[config.mk]
export PLATFORM = sky130hd
export DESIGN_NAME = sswd_top
export DESIGN_NICKNAME = d
export VERILOG_FILES = /design/src/hw/sswd_top.v /design/src/hw/sswd_sync.v /design/src/hw/sswd_sticky.v
export VERILOG_INCLUDE_DIRS = /design/src /design/src/pkg
export SDC_FILE = /design/constraint.sdc
export NUM_CORES = 1
export LEC_CHECK = 0
export BUFFER_PORTS_ARGS = -buffer_cell sky130_fd_sc_hd__clkbuf_2
export CAP_MARGIN = 20
export CORE_MARGIN = 2
export CORE_UTILIZATION = 30
export CTS_CLUSTER_DIAMETER = 100
export DETAILED_ROUTE_END_ITERATION = 6
export SLEW_MARGIN = 20
export SYNTH_ARGS = -nofsm -noshare
export SYNTH_HDL_FRONTEND = slang
export SYNTH_SLANG_ARGS = --single-unit
[constraint.sdc]
create_clock -name core_clk_i -period 3.2 [get_ports core_clk_i]
set_clock_uncertainty 0.05 [all_clocks]
set_input_delay 0.64 -clock core_clk_i [delete_from_list [all_inputs] [get_ports core_clk_i]]
set_output_delay 0.64 -clock core_clk_i [all_outputs]
set_load 0.1 [all_outputs]
[src/pkg/sswd_defines.vh]
// Purpose: shared constants of the status word and fault checker
// Assumes: included by bare name from hw files
// Notes:   offsets are byte addresses on the register bus
`ifndef SSWD_DEFINES_VH
`define SSWD_DEFINES_VH

// register bus byte offsets
`define SSWD_OFS_CTRL      4'h0
`define SSWD_OFS_EXT       4'h4
`define SSWD_OFS_STATUS    4'h8
`define SSWD_OFS_FRAME     4'hC

// reset values
`define SSWD_CTRL_RST      1'h1
`define SSWD_EXT_RST       8'h00

// status byte bit positions (within the upper byte)
`define SSWD_BIT_SERIAL    7
`define SSWD_BIT_WAKE      6
`define SSWD_BIT_CAN       5
`define SSWD_BIT_LIN       4
`define SSWD_BIT_IO        3
`define SSWD_BIT_PREREG    2
`define SSWD_BIT_CORE      1
`define SSWD_BIT_OTHER     0

// safe error vector positions
`define SSWD_SAFE_SECURED  0
`define SSWD_SAFE_CLOCK    1
`define SSWD_SAFE_ACCESS   2
`define SSWD_SAFE_PARITY   3

// frame layout
`define SSWD_FRAME_BITS    5'h10
`define SSWD_FRM_RW        15
`define SSWD_FRM_TARGET    14
`define SSWD_FRM_PARITY    8

// fail-safe address space
`define SSWD_FS_ADDR_MIN   5'h01
`define SSWD_FS_ADDR_MAX   5'h0E
`define SSWD_FS_RO_A       5'h0D
`define SSWD_FS_RO_B       5'h0E

`endif

[src/hw/sswd_top.v]
// Purpose: serial status byte builder and fail-safe frame checker
// Assumes: spi mode 0, msb first, pins sampled by core_clk_i
// Notes:   detail flags arrive as event pulses from their owners
//
// The Avalon-MM slave port and the address map were left to the implementer.
`timescale 1ns/1ps
`include "sswd_defines.vh"

//Contract
// - the serial-link flag rises on any main or safe serial error and clears on reset or when returned.
// - the wake flag is the OR of the five pin wake flags and the transceiver wake flag.
// - every other global flag clears on reset or once its detail flags are cleared by a read.
// - the CAN flag is the OR of the nine CAN diagnostic flags.
// - the LIN flag is the OR of the four LIN diagnostic flags.
// - the IO flag rises when a transition is recorded on a monitored IO pin.
// - the pre-regulator flag is the OR of the pre-regulator and battery events.
// - the core flag is the OR of the four core regulator events.
// - the other-supplies flag is the OR of the fifteen other regulator events.
// - inconsistent secured bits in a safe write set an error cleared only by reset.
// - a frame without exactly sixteen clocks under chip select sets the clock error.
// - an invalid safe read or write, late init write or undefined address sets the access error.
// - a safe write whose parity does not match sets the parity error.
// - each frame returns the status byte on bits fifteen down to eight.
// - a write frame must carry odd parity over all sixteen bits; the code checks this on safe writes only, main writes are not checked.
module sswd_top (
  input  wire        core_clk_i,
  input  wire        rst_b_i,
  // serial pins
  input  wire        sclk_i,
  input  wire        chip_select_low_b_i,
  input  wire        mosi_i,
  output wire        miso_o,
  // detail event sources and their read clears
  input  wire [3:0]  main_serial_err_i,
  input  wire [5:0]  wake_set_i,
  input  wire [5:0]  wake_clr_i,
  input  wire [8:0]  can_set_i,
  input  wire [8:0]  can_clr_i,
  input  wire [3:0]  lin_set_i,
  input  wire [3:0]  lin_clr_i,
  input  wire [4:0]  io_set_i,
  input  wire [4:0]  io_clr_i,
  input  wire [8:0]  prereg_set_i,
  input  wire [8:0]  prereg_clr_i,
  input  wire [3:0]  core_set_i,
  input  wire [3:0]  core_clr_i,
  input  wire [14:0] other_set_i,
  input  wire [14:0] other_clr_i,
  // avalon-mm slave
  input  wire [3:0]  avs_address_i,
  input  wire        avs_read_i,
  input  wire        avs_write_i,
  input  wire [31:0] avs_writedata_i,
  input  wire [3:0]  avs_byteenable_i,
  output wire [31:0] avs_readdata_o,
  output wire        avs_waitrequest_o,
  // status outputs
  output wire [7:0]  global_flags_o,
  output wire [3:0]  safe_flags_o,
  output wire [15:0] rx_word_o,
  output wire        rx_strobe_o
);

  // ------------------------------------------------------------
  // functions
  // ------------------------------------------------------------
  function odd_parity_ok;
    input [15:0] word;
    begin
      odd_parity_ok = ^word;
    end
  endfunction

  function addr_defined;
    input [4:0] addr;
    begin
      addr_defined = (addr >= `SSWD_FS_ADDR_MIN) &&
                     (addr <= `SSWD_FS_ADDR_MAX);
    end
  endfunction

  function addr_init_only;
    input [4:0] addr;
    begin
      case (addr)
        5'h01, 5'h03, 5'h04, 5'h05, 5'h06, 5'h0C:
          addr_init_only = 1'b1;
        default:
          addr_init_only = 1'b0;
      endcase
    end
  endfunction

  // secured nibble must be the inverse of the data nibble
  function secured_ok;
    input [7:0] data;
    begin
      secured_ok = (data[3:0] == ~data[7:4]);
    end
  endfunction

  // ------------------------------------------------------------
  // pin synchronisers
  // ------------------------------------------------------------
  wire [2:0] pins_sync;
  wire       sclk_s;
  wire       cs_b_s;
  wire       mosi_s;

  sswd_sync #(
    .WIDTH     (3)
  ) u_pin_sync (
    .core_clk_i (core_clk_i),
    .rst_b_i    (rst_b_i),
    .async_i    ({sclk_i, chip_select_low_b_i, mosi_i}),
    .rst_val_i  (3'h2),         // sclk idle low, cs high
    .sync_o     (pins_sync)
  );

  assign sclk_s = pins_sync[2];
  assign cs_b_s = pins_sync[1];
  assign mosi_s = pins_sync[0];

  // ------------------------------------------------------------
  // detail flag groups
  // ------------------------------------------------------------
  wire wake_any;
  wire can_any;
  wire lin_any;
  wire io_any;
  wire prereg_any;
  wire core_any;
  wire other_any;

  // detail flags hold until their own read clear
  sswd_sticky #(.WIDTH(6)) u_wake (
    .core_clk_i (core_clk_i),
    .rst_b_i    (rst_b_i),
    .set_i      (wake_set_i),
    .clr_i      (wake_clr_i),
    .flags_o    (),
    .any_o      (wake_any)
  );

  sswd_sticky #(.WIDTH(9)) u_can (
    .core_clk_i (core_clk_i),
    .rst_b_i    (rst_b_i),
    .set_i      (can_set_i),
    .clr_i      (can_clr_i),
    .flags_o    (),
    .any_o      (can_any)
  );

  sswd_sticky #(.WIDTH(4)) u_lin (
    .core_clk_i (core_clk_i),
    .rst_b_i    (rst_b_i),
    .set_i      (lin_set_i),
    .clr_i      (lin_clr_i),
    .flags_o    (),
    .any_o      (lin_any)
  );

  sswd_sticky #(.WIDTH(5)) u_io (
    .core_clk_i (core_clk_i),
    .rst_b_i    (rst_b_i),
    .set_i      (io_set_i),
    .clr_i      (io_clr_i),
    .flags_o    (),
    .any_o      (io_any)
  );

  sswd_sticky #(.WIDTH(9)) u_prereg (
    .core_clk_i (core_clk_i),
    .rst_b_i    (rst_b_i),
    .set_i      (prereg_set_i),
    .clr_i      (prereg_clr_i),
    .flags_o    (),
    .any_o      (prereg_any)
  );

  sswd_sticky #(.WIDTH(4)) u_core (
    .core_clk_i (core_clk_i),
    .rst_b_i    (rst_b_i),
    .set_i      (core_set_i),
    .clr_i      (core_clr_i),
    .flags_o    (),
    .any_o      (core_any)
  );

  sswd_sticky #(.WIDTH(15)) u_other (
    .core_clk_i (core_clk_i),
    .rst_b_i    (rst_b_i),
    .set_i      (other_set_i),
    .clr_i      (other_clr_i),
    .flags_o    (),
    .any_o      (other_any)
  );

  // ------------------------------------------------------------
  // frame engine
  // ------------------------------------------------------------
  reg        sclk_prev_reg;
  reg        cs_b_prev_reg;
  reg [15:0] tx_reg;
  reg [15:0] tx_next;
  reg [15:0] rx_reg;
  reg [15:0] rx_next;
  reg [4:0]  cnt_reg;
  reg [4:0]  cnt_next;
  reg        miso_reg;
  reg        miso_next;
  reg [3:0]  safe_reg;
  reg [3:0]  safe_next;
  reg        serial_reg;
  reg        serial_next;
  reg [7:0]  global_reg;
  reg [15:0] last_rx_reg;
  reg [15:0] last_rx_next;
  reg        strobe_reg;
  reg        strobe_next;
  reg        init_phase_reg;
  reg [7:0]  ext_reg;

  wire       sclk_rise;
  wire       sclk_fall;
  wire       cs_fall;
  wire       cs_rise;
  wire [7:0] status_byte;
  wire       serial_src;
  wire [4:0] rx_addr;
  wire [7:0] rx_data;
  wire       rx_write;
  wire       rx_safe;

  assign sclk_rise = sclk_s & ~sclk_prev_reg;
  assign sclk_fall = ~sclk_s & sclk_prev_reg;
  assign cs_fall   = ~cs_b_s & cs_b_prev_reg;
  assign cs_rise   = cs_b_s & ~cs_b_prev_reg;

  assign rx_addr  = rx_reg[13:9];
  assign rx_data  = rx_reg[7:0];
  assign rx_write = rx_reg[`SSWD_FRM_RW];
  assign rx_safe  = rx_reg[`SSWD_FRM_TARGET];

  assign serial_src = (|main_serial_err_i) | (|safe_reg);

  // bit order fixed here; serial flag also shows a live source
  assign status_byte = {serial_reg | serial_src,
                        wake_any,
                        can_any,
                        lin_any,
                        io_any,
                        prereg_any,
                        core_any,
                        other_any};

  always @* begin
    tx_next      = tx_reg;
    rx_next      = rx_reg;
    cnt_next     = cnt_reg;
    miso_next    = miso_reg;
    safe_next    = safe_reg;
    serial_next  = serial_reg | serial_src;
    last_rx_next = last_rx_reg;
    strobe_next  = 1'b0;
    if (cs_fall) begin
      tx_next   = {status_byte, ext_reg};
      miso_next = status_byte[7];
      cnt_next  = 5'h00;
    end else if (!cs_b_s) begin
      if (sclk_rise) begin
        rx_next = {rx_reg[14:0], mosi_s};
        if (cnt_reg != 5'h1F)                    // saturate
          cnt_next = cnt_reg + 5'h01;
      end
      if (sclk_fall) begin
        tx_next   = {tx_reg[14:0], 1'b0};
        miso_next = tx_reg[14];
      end
    end
    if (cs_rise) begin
      miso_next = 1'b0;
      if (cnt_reg != `SSWD_FRAME_BITS) begin
        // pin level count error for either target
        safe_next[`SSWD_SAFE_CLOCK] = 1'b1;
      end else begin
        last_rx_next = rx_reg;
        strobe_next  = 1'b1;
        // status byte went out; a new source sets it again
        serial_next  = serial_src;
        if (rx_safe && rx_write) begin
          if (!odd_parity_ok(rx_reg))
            safe_next[`SSWD_SAFE_PARITY] = 1'b1;
          if (!secured_ok(rx_data))
            safe_next[`SSWD_SAFE_SECURED] = 1'b1;
          if (!addr_defined(rx_addr) ||
              rx_addr == `SSWD_FS_RO_A ||
              rx_addr == `SSWD_FS_RO_B ||
              (addr_init_only(rx_addr) && !init_phase_reg))
            safe_next[`SSWD_SAFE_ACCESS] = 1'b1;
        end else if (rx_safe) begin
          // reads carry zero parity and zero data
          if (!addr_defined(rx_addr) ||
              rx_reg[`SSWD_FRM_PARITY] || (|rx_data))
            safe_next[`SSWD_SAFE_ACCESS] = 1'b1;
        end
      end
    end
  end

  // safe flags have no clear besides reset
  always @(posedge core_clk_i) begin
    if (!rst_b_i) begin
      sclk_prev_reg <= 1'b0;
      cs_b_prev_reg <= 1'b1;
      tx_reg        <= 16'h0000;
      rx_reg        <= 16'h0000;
      cnt_reg       <= 5'h00;
      miso_reg      <= 1'b0;
      safe_reg      <= 4'h0;
      serial_reg    <= 1'b0;
      global_reg    <= 8'h00;
      last_rx_reg   <= 16'h0000;
      strobe_reg    <= 1'b0;
    end else begin
      sclk_prev_reg <= sclk_s;
      cs_b_prev_reg <= cs_b_s;
      tx_reg        <= tx_next;
      rx_reg        <= rx_next;
      cnt_reg       <= cnt_next;
      miso_reg      <= miso_next;
      safe_reg      <= safe_next;
      serial_reg    <= serial_next;
      global_reg    <= status_byte;
      last_rx_reg   <= last_rx_next;
      strobe_reg    <= strobe_next;
    end
  end

  // ------------------------------------------------------------
  // avalon-mm slave, one wait state on every access
  // ------------------------------------------------------------
  reg        wait_reg;
  reg [31:0] rdata_reg;
  reg [31:0] rdata_next;
  wire       req;
  wire       wr_take;

  assign req     = avs_read_i | avs_write_i;
  assign wr_take = avs_write_i & ~wait_reg;

  always @* begin
    rdata_next = rdata_reg;
    if (avs_read_i && wait_reg) begin
      case (avs_address_i)
        `SSWD_OFS_CTRL:   rdata_next = {31'h0, init_phase_reg};
        `SSWD_OFS_EXT:    rdata_next = {24'h0, ext_reg};
        `SSWD_OFS_STATUS: rdata_next = {20'h0, safe_reg, global_reg};
        `SSWD_OFS_FRAME:  rdata_next = {16'h0, last_rx_reg};
        default:          rdata_next = 32'h0000_0000;
      endcase
    end
  end

  always @(posedge core_clk_i) begin
    if (!rst_b_i) begin
      wait_reg       <= 1'b1;
      rdata_reg      <= 32'h0000_0000;
      init_phase_reg <= `SSWD_CTRL_RST;
      ext_reg        <= `SSWD_EXT_RST;
    end else begin
      // low for exactly one cycle per request
      wait_reg  <= ~(req & wait_reg);
      rdata_reg <= rdata_next;
      if (wr_take && avs_byteenable_i[0]) begin
        case (avs_address_i)
          `SSWD_OFS_CTRL: init_phase_reg <= avs_writedata_i[0];
          `SSWD_OFS_EXT:  ext_reg        <= avs_writedata_i[7:0];
          default:        ext_reg        <= ext_reg;
        endcase
      end
    end
  end

  assign miso_o            = miso_reg;
  assign avs_readdata_o    = rdata_reg;
  assign avs_waitrequest_o = wait_reg;
  assign global_flags_o    = global_reg;
  assign safe_flags_o      = safe_reg;
  assign rx_word_o         = last_rx_reg;
  assign rx_strobe_o       = strobe_reg;

endmodule // sswd_top

[src/hw/sswd_sync.v]
// Purpose: three-stage synchroniser with agreement filter
// Assumes: inputs come from outside the core clock domain
// Notes:   output moves only when stages two and three agree
`timescale 1ns/1ps
module sswd_sync #(
  parameter WIDTH = 1
) (
  input  wire             core_clk_i,
  input  wire             rst_b_i,
  input  wire [WIDTH-1:0] async_i,
  input  wire [WIDTH-1:0] rst_val_i,
  output wire [WIDTH-1:0] sync_o
);
  reg [WIDTH-1:0] s1_reg;
  reg [WIDTH-1:0] s2_reg;
  reg [WIDTH-1:0] s3_reg;
  reg [WIDTH-1:0] out_reg;
  integer         i;

  // preset to the pin idle level, else a false edge follows reset
  always @(posedge core_clk_i) begin
    if (!rst_b_i) begin
      s1_reg  <= rst_val_i;
      s2_reg  <= rst_val_i;
      s3_reg  <= rst_val_i;
      out_reg <= rst_val_i;
    end else begin
      s1_reg <= async_i;
      s2_reg <= s1_reg;
      s3_reg <= s2_reg;
      for (i = 0; i < WIDTH; i = i + 1) begin
        if (s2_reg[i] == s3_reg[i])
          out_reg[i] <= s3_reg[i];
      end
    end
  end

  assign sync_o = out_reg;
endmodule // sswd_sync

[src/hw/sswd_sticky.v]
// Purpose: group of sticky detail flags with one OR summary
// Assumes: set and clear come from logic on core_clk_i
// Notes:   a set in the clear cycle wins, no event is lost
`timescale 1ns/1ps
module sswd_sticky #(
  parameter WIDTH = 4
) (
  input  wire             core_clk_i,
  input  wire             rst_b_i,
  input  wire [WIDTH-1:0] set_i,
  input  wire [WIDTH-1:0] clr_i,
  output wire [WIDTH-1:0] flags_o,
  output wire             any_o
);
  reg [WIDTH-1:0] flag_reg;
  reg             any_reg;
  wire [WIDTH-1:0] flag_next;

  // set wins over clear
  assign flag_next = set_i | (flag_reg & ~clr_i);

  always @(posedge core_clk_i) begin
    if (!rst_b_i) begin
      flag_reg <= {WIDTH{1'b0}};
      any_reg  <= 1'b0;
    end else begin
      flag_reg <= flag_next;
      any_reg  <= |flag_next;
    end
  end

  assign flags_o = flag_reg;
  assign any_o   = any_reg;
endmodule // sswd_sticky

# [Word-level counts from Yosys, hierarchy flattened]
# Cells that the tools add are included.
[word_totals] ff_bits=182 out_inout_bits=63 word_cells=161
[op_classes] add_sub_neg=1 magnitude_cmp=2 eq_ne=19 muxes=18 bitwise=42 n_reduce_logical=41
[op_table] op="$pmux W16 S4" count=1
[op_table] op="$mux W15" count=3
[op_table] op="$and A9 B9 Y9" count=2
[op_table] op="$not A9 Y9" count=2
[op_table] op="$or A9 B9 Y9" count=2
[op_table] op="$reduce_or A9 Y1" count=2
[op_table] op="$reduce_or A4 Y1" count=4
[op_table] op="$reduce_xor A16 Y1" count=1
[op_table] op="$and A15 B15 Y15" count=1
[op_table] op="$eq A5 B3 Y1 const B" count=3
[op_table] op="$eq A5 B4 Y1 const B" count=3
[op_table] op="$not A15 Y15" count=1
[op_table] op="$or A15 B15 Y15" count=1
[op_table] op="$reduce_or A15 Y1" count=1
[op_table] op="$mux W1" count=14
[op_table] op="$not A4 Y4" count=3
[op_table] op="$reduce_and A2 Y1" count=6
[op_table] op="$reduce_or A6 Y1" count=2
[op_table] op="$not A1 Y1" count=11
[op_table] op="$ne A5 B5 Y1 const B" count=2
[op_table] op="$and A4 B4 Y4" count=2
[op_table] op="$eq A4 B4 Y1 const B" count=2
[op_table] op="$or A4 B4 Y4" count=2
[op_table] op="$reduce_and A4 Y1" count=2
[op_table] op="other kinds (28)" count=50

# [Logic depth before layout (Yosys ltp)]
[depth] word_depth=10 ltp_mapped=9

# [Hierarchy]
# From an unflattened synthesis, not the netlist that was laid out.
[unflattened] hier_cells=750 hier_area_um2=6870.3
[modules_own_cells] module="sswd_top" instances=1 cells_each=468 area_per_inst_um2=4150.2
[modules_own_cells] module="sswd_sticky (u_can ...)" instances=2 cells_each=41 area_per_inst_um2=381.6
[modules_own_cells] module="sswd_sticky (u_other)" instances=1 cells_each=67 area_per_inst_um2=618.1
[modules_own_cells] module="sswd_sync" instances=1 cells_each=47 area_per_inst_um2=470.5
[modules_own_cells] module="sswd_sticky (u_core ...)" instances=2 cells_each=19 area_per_inst_um2=185.2
[modules_own_cells] module="sswd_sticky (u_wake)" instances=1 cells_each=25 area_per_inst_um2=277.8
[modules_own_cells] module="sswd_sticky (u_io)" instances=1 cells_each=23 area_per_inst_um2=220.2

# [Worst setup path before layout]
# No wires, ideal clock.
[synth_path] kind="flip-flop to flip-flop" from="register wait_reg (netlist: avs_waitrequest_o)" to="register rdata_reg[12] (netlist: avs_readdata_o[12])" arrival_ps=2222 required_ps=3082 slack_ps=859 path_stages_with_launch=7 synth_period_minus_slack_ps=2341 path_cell_list="dfxtp_1 nand2_1 nor3_2 and2_1 buf_2 a32oi_1 nor2_1"
[synth_between] elab_chain_len=1
[synth_rtl] item="start, declared" line="sswd_top.v:343" rtl="reg wait_reg;"
[synth_rtl] item="start signal, assigned" line="sswd_top.v:373" rtl="wait_reg <= ~(req & wait_reg);"
[synth_rtl] item="$logic_and A1 B1 Y1" line="sswd_top.v:354" rtl="if (avs_read_i && wait_reg) begin"
[synth_rtl] item="end signal, assigned" line="sswd_top.v:374" rtl="rdata_reg <= rdata_next;"
[synth_rtl] item="end, declared" line="sswd_top.v:344" rtl="reg [31:0] rdata_reg;"
# No other way between the ends.
# A chain may end at the register's enable or synchronous reset.

# [Worst setup path after layout]
[layout_path] from="register cnt_reg[0]" to="register cnt_reg[3]"
[layout_between] elab_chain_len=2 elab_cells_between_ends=3
[layout_rtl] item="start, declared" line="sswd_top.v:208" rtl="reg [4:0] cnt_reg;"
[layout_rtl] item="start signal, assigned" line="sswd_top.v:330" rtl="cnt_reg <= cnt_next;"
[layout_rtl] item="branches (longest 2 deep; another with $add A5 B1 Y5)"
# Several ways; the timed one is not identified.

==> impl_metrics.env <==
export IMPL_status="finished clean"
export IMPL_layout_drive_gt1_share_pct=24.89
export IMPL_tightest_slew_ps=993.0
export IMPL_hpwl_um=11450
export IMPL_rsz0062_at_grt="false"
export IMPL_grt_overflow_total=0
export IMPL_peakVddDrop_v=0.0003650
export IMPL_vias=5347
export IMPL_critPathMaxStageDelay_ps=600
export IMPL_power_switching_uw=1111
export IMPL_sw_frac_of_total_pct=24.18
export IMPL_path_cells="ha_1, and3_1, ha_1, nor3_1, nand4_1, xor2_1, nor2_1"
export IMPL_syn_area_um2=6482
export IMPL_area_delta_synth_final_pct=25.75
export IMPL_mostFrequentLayoutCells="clkbuf_2, dfxtp_1, nor2_1"
export IMPL_htree_levels=4
export IMPL_pwr_share_clk_pct=45.0
export IMPL_synthDistinctLibCells=48
export IMPL_drt_iter0_drc=215
export IMPL_ioPinCount=218
export IMPL_syn_avg_cell_area_um2=8.748
export IMPL_max_cap_violations=0
export IMPL_crit_type="register to register"
export IMPL_die_area_um2=22800
export IMPL_num_fill_cells=2167
export IMPL_layout_min_cycle_time_ps=2085
export IMPL_routed_wl_um=15590
export IMPL_power_density_nw_per_um2=563.7
export IMPL_finalSetupViolations=0
export IMPL_reg2reg_slack_ps=1110
export IMPL_fin_ws_ps=1115
export IMPL_crit_arrival_ps=2330
export IMPL_antenna_found_initial=0
export IMPL_num_antenna_cells=0
export IMPL_path_common_cell="ha_1"
export IMPL_routedWlPerCell_um=13.09
export IMPL_intPower_uw=3484
export IMPL_fin_area_um2=8152
export IMPL_cp_required_ps=3440
export IMPL_hold_buffers=0
export IMPL_r2r_worst_path_cells=7
export IMPL_final_antenna_net_count=0
export IMPL_grt_max_degree=67
export IMPL_fin_nets=1072
export IMPL_final_common_cell="clkbuf_2"
export IMPL_timing_final_crit_share_pct=65.17
export IMPL_min_from="u_pin_sync.s1_reg[1]"
export IMPL_leakagePower_uw=0.003640
export IMPL_seq_area_frac_synth_pct=51.26
export IMPL_initial_core_util_pct=30.74
export IMPL_die_h_um=151.0
export IMPL_hold_path_class="register to register"
export IMPL_cp_slowest_cell="nor3_1"
export IMPL_cts_tree="built"
export IMPL_place_ws_ps=834.4
export IMPL_firstDrtPassIters=5
export IMPL_crit_start="cnt_reg[0]"
export IMPL_cp_end_kind="register"
export IMPL_drc=0
export IMPL_cts_inserted_buffers=17
export IMPL_r2r_end="cnt_reg[3]"
export IMPL_core_area_um2=21090
export IMPL_combPwrFrac_pct=8.1
export IMPL_dieWidth_um=151.0
export IMPL_max_slew_margin_rel_pct=33.73
export IMPL_grt_pass1_wl_um=24900
export IMPL_tns_ps=0
export IMPL_fmax_mhz=479.5
export IMPL_pwr_share_seq_pct=46.9
export IMPL_io_buffers=174
export IMPL_cts_root_buf="clkbuf_16"
export IMPL_gr_usage_all_layers_pct=13.93
export IMPL_whs_endpoint="u_pin_sync.s2_reg[1]"
export IMPL_clkTransAtPathRegs_ps=60
export IMPL_gp_congestion=0.7235
export IMPL_via_per_inst=4.490
export IMPL_grt_pass1_vias=5059
export IMPL_cts_sinks=166
export IMPL_post_cts_repair_setup_buffers=0
export IMPL_synth_ff_type="dfxtp_1"
export IMPL_crit_fanout=5
export IMPL_synth_edf_count=0
export IMPL_start_kind="register"
export IMPL_yosys_warnings=0
export IMPL_clock_latency_ps=420
export IMPL_timing_rr_start="cnt_reg[0]"
export IMPL_cts_max_path_buffers=2
export IMPL_postPlaceCellArea_um2=7561
export IMPL_seq_area_um2=3323
export IMPL_synthArstFlopShare_pct=0
export IMPL_cts_resized=0
export IMPL_hold_depth=1
export IMPL_num_rows=53
export IMPL_synth_seq_cells=166
export IMPL_hold_violations=0
export IMPL_synth_cells=741
export IMPL_drv_slew=0
export IMPL_multiInputGateArea_um2=2696
## area by class of cell
cell class                      instances  area share [%]
Timing Repair Buffer                  182           11.57
Sequential cell                       166           40.77
Clock inverter                         11           1.811
Inverter                               67           3.116
Multi-Input combinational cell        471           33.08
Tap cell                              275           4.221
Clock buffer                           19           5.434
## kinds of logic after synthesis
kind of cell / synth area share, %
AO/OA/AOI/OAI: 13.84
XOR/XNOR: 2.104
AND/OR/NAND/NOR: 16.23
buffers and inverters: 8.068
flip-flops: 51.26
multiplexers: 6.119
other: 0.05785
adder cells (fa/ha/maj): 2.316
## synthesized netlist by cell type, types with 4 or more instances
| cell type | instances | area share, % |
|---|---|---|
| nand4_1 | 10 | 0.97 |
| a22o_1 | 7 | 0.95 |
| clkbuf_1 | 26 | 1.5 |
| inv_1 | 66 | 3.8 |
| buf_2 | 4 | 0.31 |
| nor3_1 | 5 | 0.39 |
| a211oi_1 | 14 | 1.6 |
| o21ai_0 | 6 | 0.46 |
| xnor2_1 | 5 | 0.68 |
| dfxtp_1 | 166 | 51 |
| mux2_2 | 11 | 1.9 |
| nor2_1 | 109 | 6.3 |
| buf_1 | 4 | 0.23 |
| nor2b_1 | 4 | 0.39 |
| xor2_1 | 8 | 1.1 |
| a21oi_1 | 91 | 7.0 |
| ha_1 | 12 | 2.3 |
| nand2b_1 | 6 | 0.58 |
| buf_4 | 17 | 2.0 |
| nand2_1 | 80 | 4.6 |
| and2_1 | 15 | 1.4 |
| a22oi_1 | 11 | 1.3 |
| a32oi_1 | 4 | 0.54 |
| mux2i_1 | 25 | 3.9 |
## per-stage QoR
step / power (µW) / instances / util [%] / hold WS, ps
2_1_floorplan: 2461 / 756 / - / 336.3
3_3_place_gp: 2573 / 1161 / 35.86 / 346.9
3_5_place_dp: 2576 / 1161 / 35.86 / 348.5
4_1_cts: 4651 / 1191 / 38.66 / 339.6
5_1_grt: 4776 / 1191 / 38.66 / 358.7
6_report: 4595 / 1191 / 38.66 / 355.8
## how the worst max path moves through the flow
stage | slack [ps] | cells past startpoint | endpoint
2_1_floorplan | 860 | 6 | avs_readdata_o[12]
3_3_place_gp | 840 | 5 | ext_reg[1]
3_5_place_dp | 830 | 5 | ext_reg[7]
4_1_cts | 1140 | 7 | cnt_reg[3]
5_1_grt | 940 | 7 | cnt_reg[3]
6_report | 1110 | 7 | cnt_reg[3]
## worst max-delay path: cells and delay by family (launching register included)
| kind | cells | cell delay [ps] |
|---|---|---|
| XOR/XNOR | 1 | 170 |
| adder cells (fa/ha/maj) | 2 | 390 |
| flip-flops | 1 | 340 |
| AND/OR/NAND/NOR | 4 | 1020 |
## metal layers
metal	share of wire (%)	up-vias	track usage, %
met4	1.5	0	5.327
met5	0	-	0
met3	7.0	16	3.976
met2	45	168	22.18
li1	-	2755	-
met1	47	2408	17.91
## power groups by stage
| stage | logic, µW | registers, µW | clock network (µW) |
|---|---|---|---|
| 4_1_cts | 377 | 2150 | 2120 |
| 2_1_floorplan | 219 | 2240 | 0 |
| 3_3_place_gp | 375 | 2200 | 0 |
| 6_report | 372 | 2150 | 2070 |
| 5_1_grt | 408 | 2160 | 2210 |
| 3_5_place_dp | 377 | 2200 | 0 |
Power figures use the tool's default switching activity.
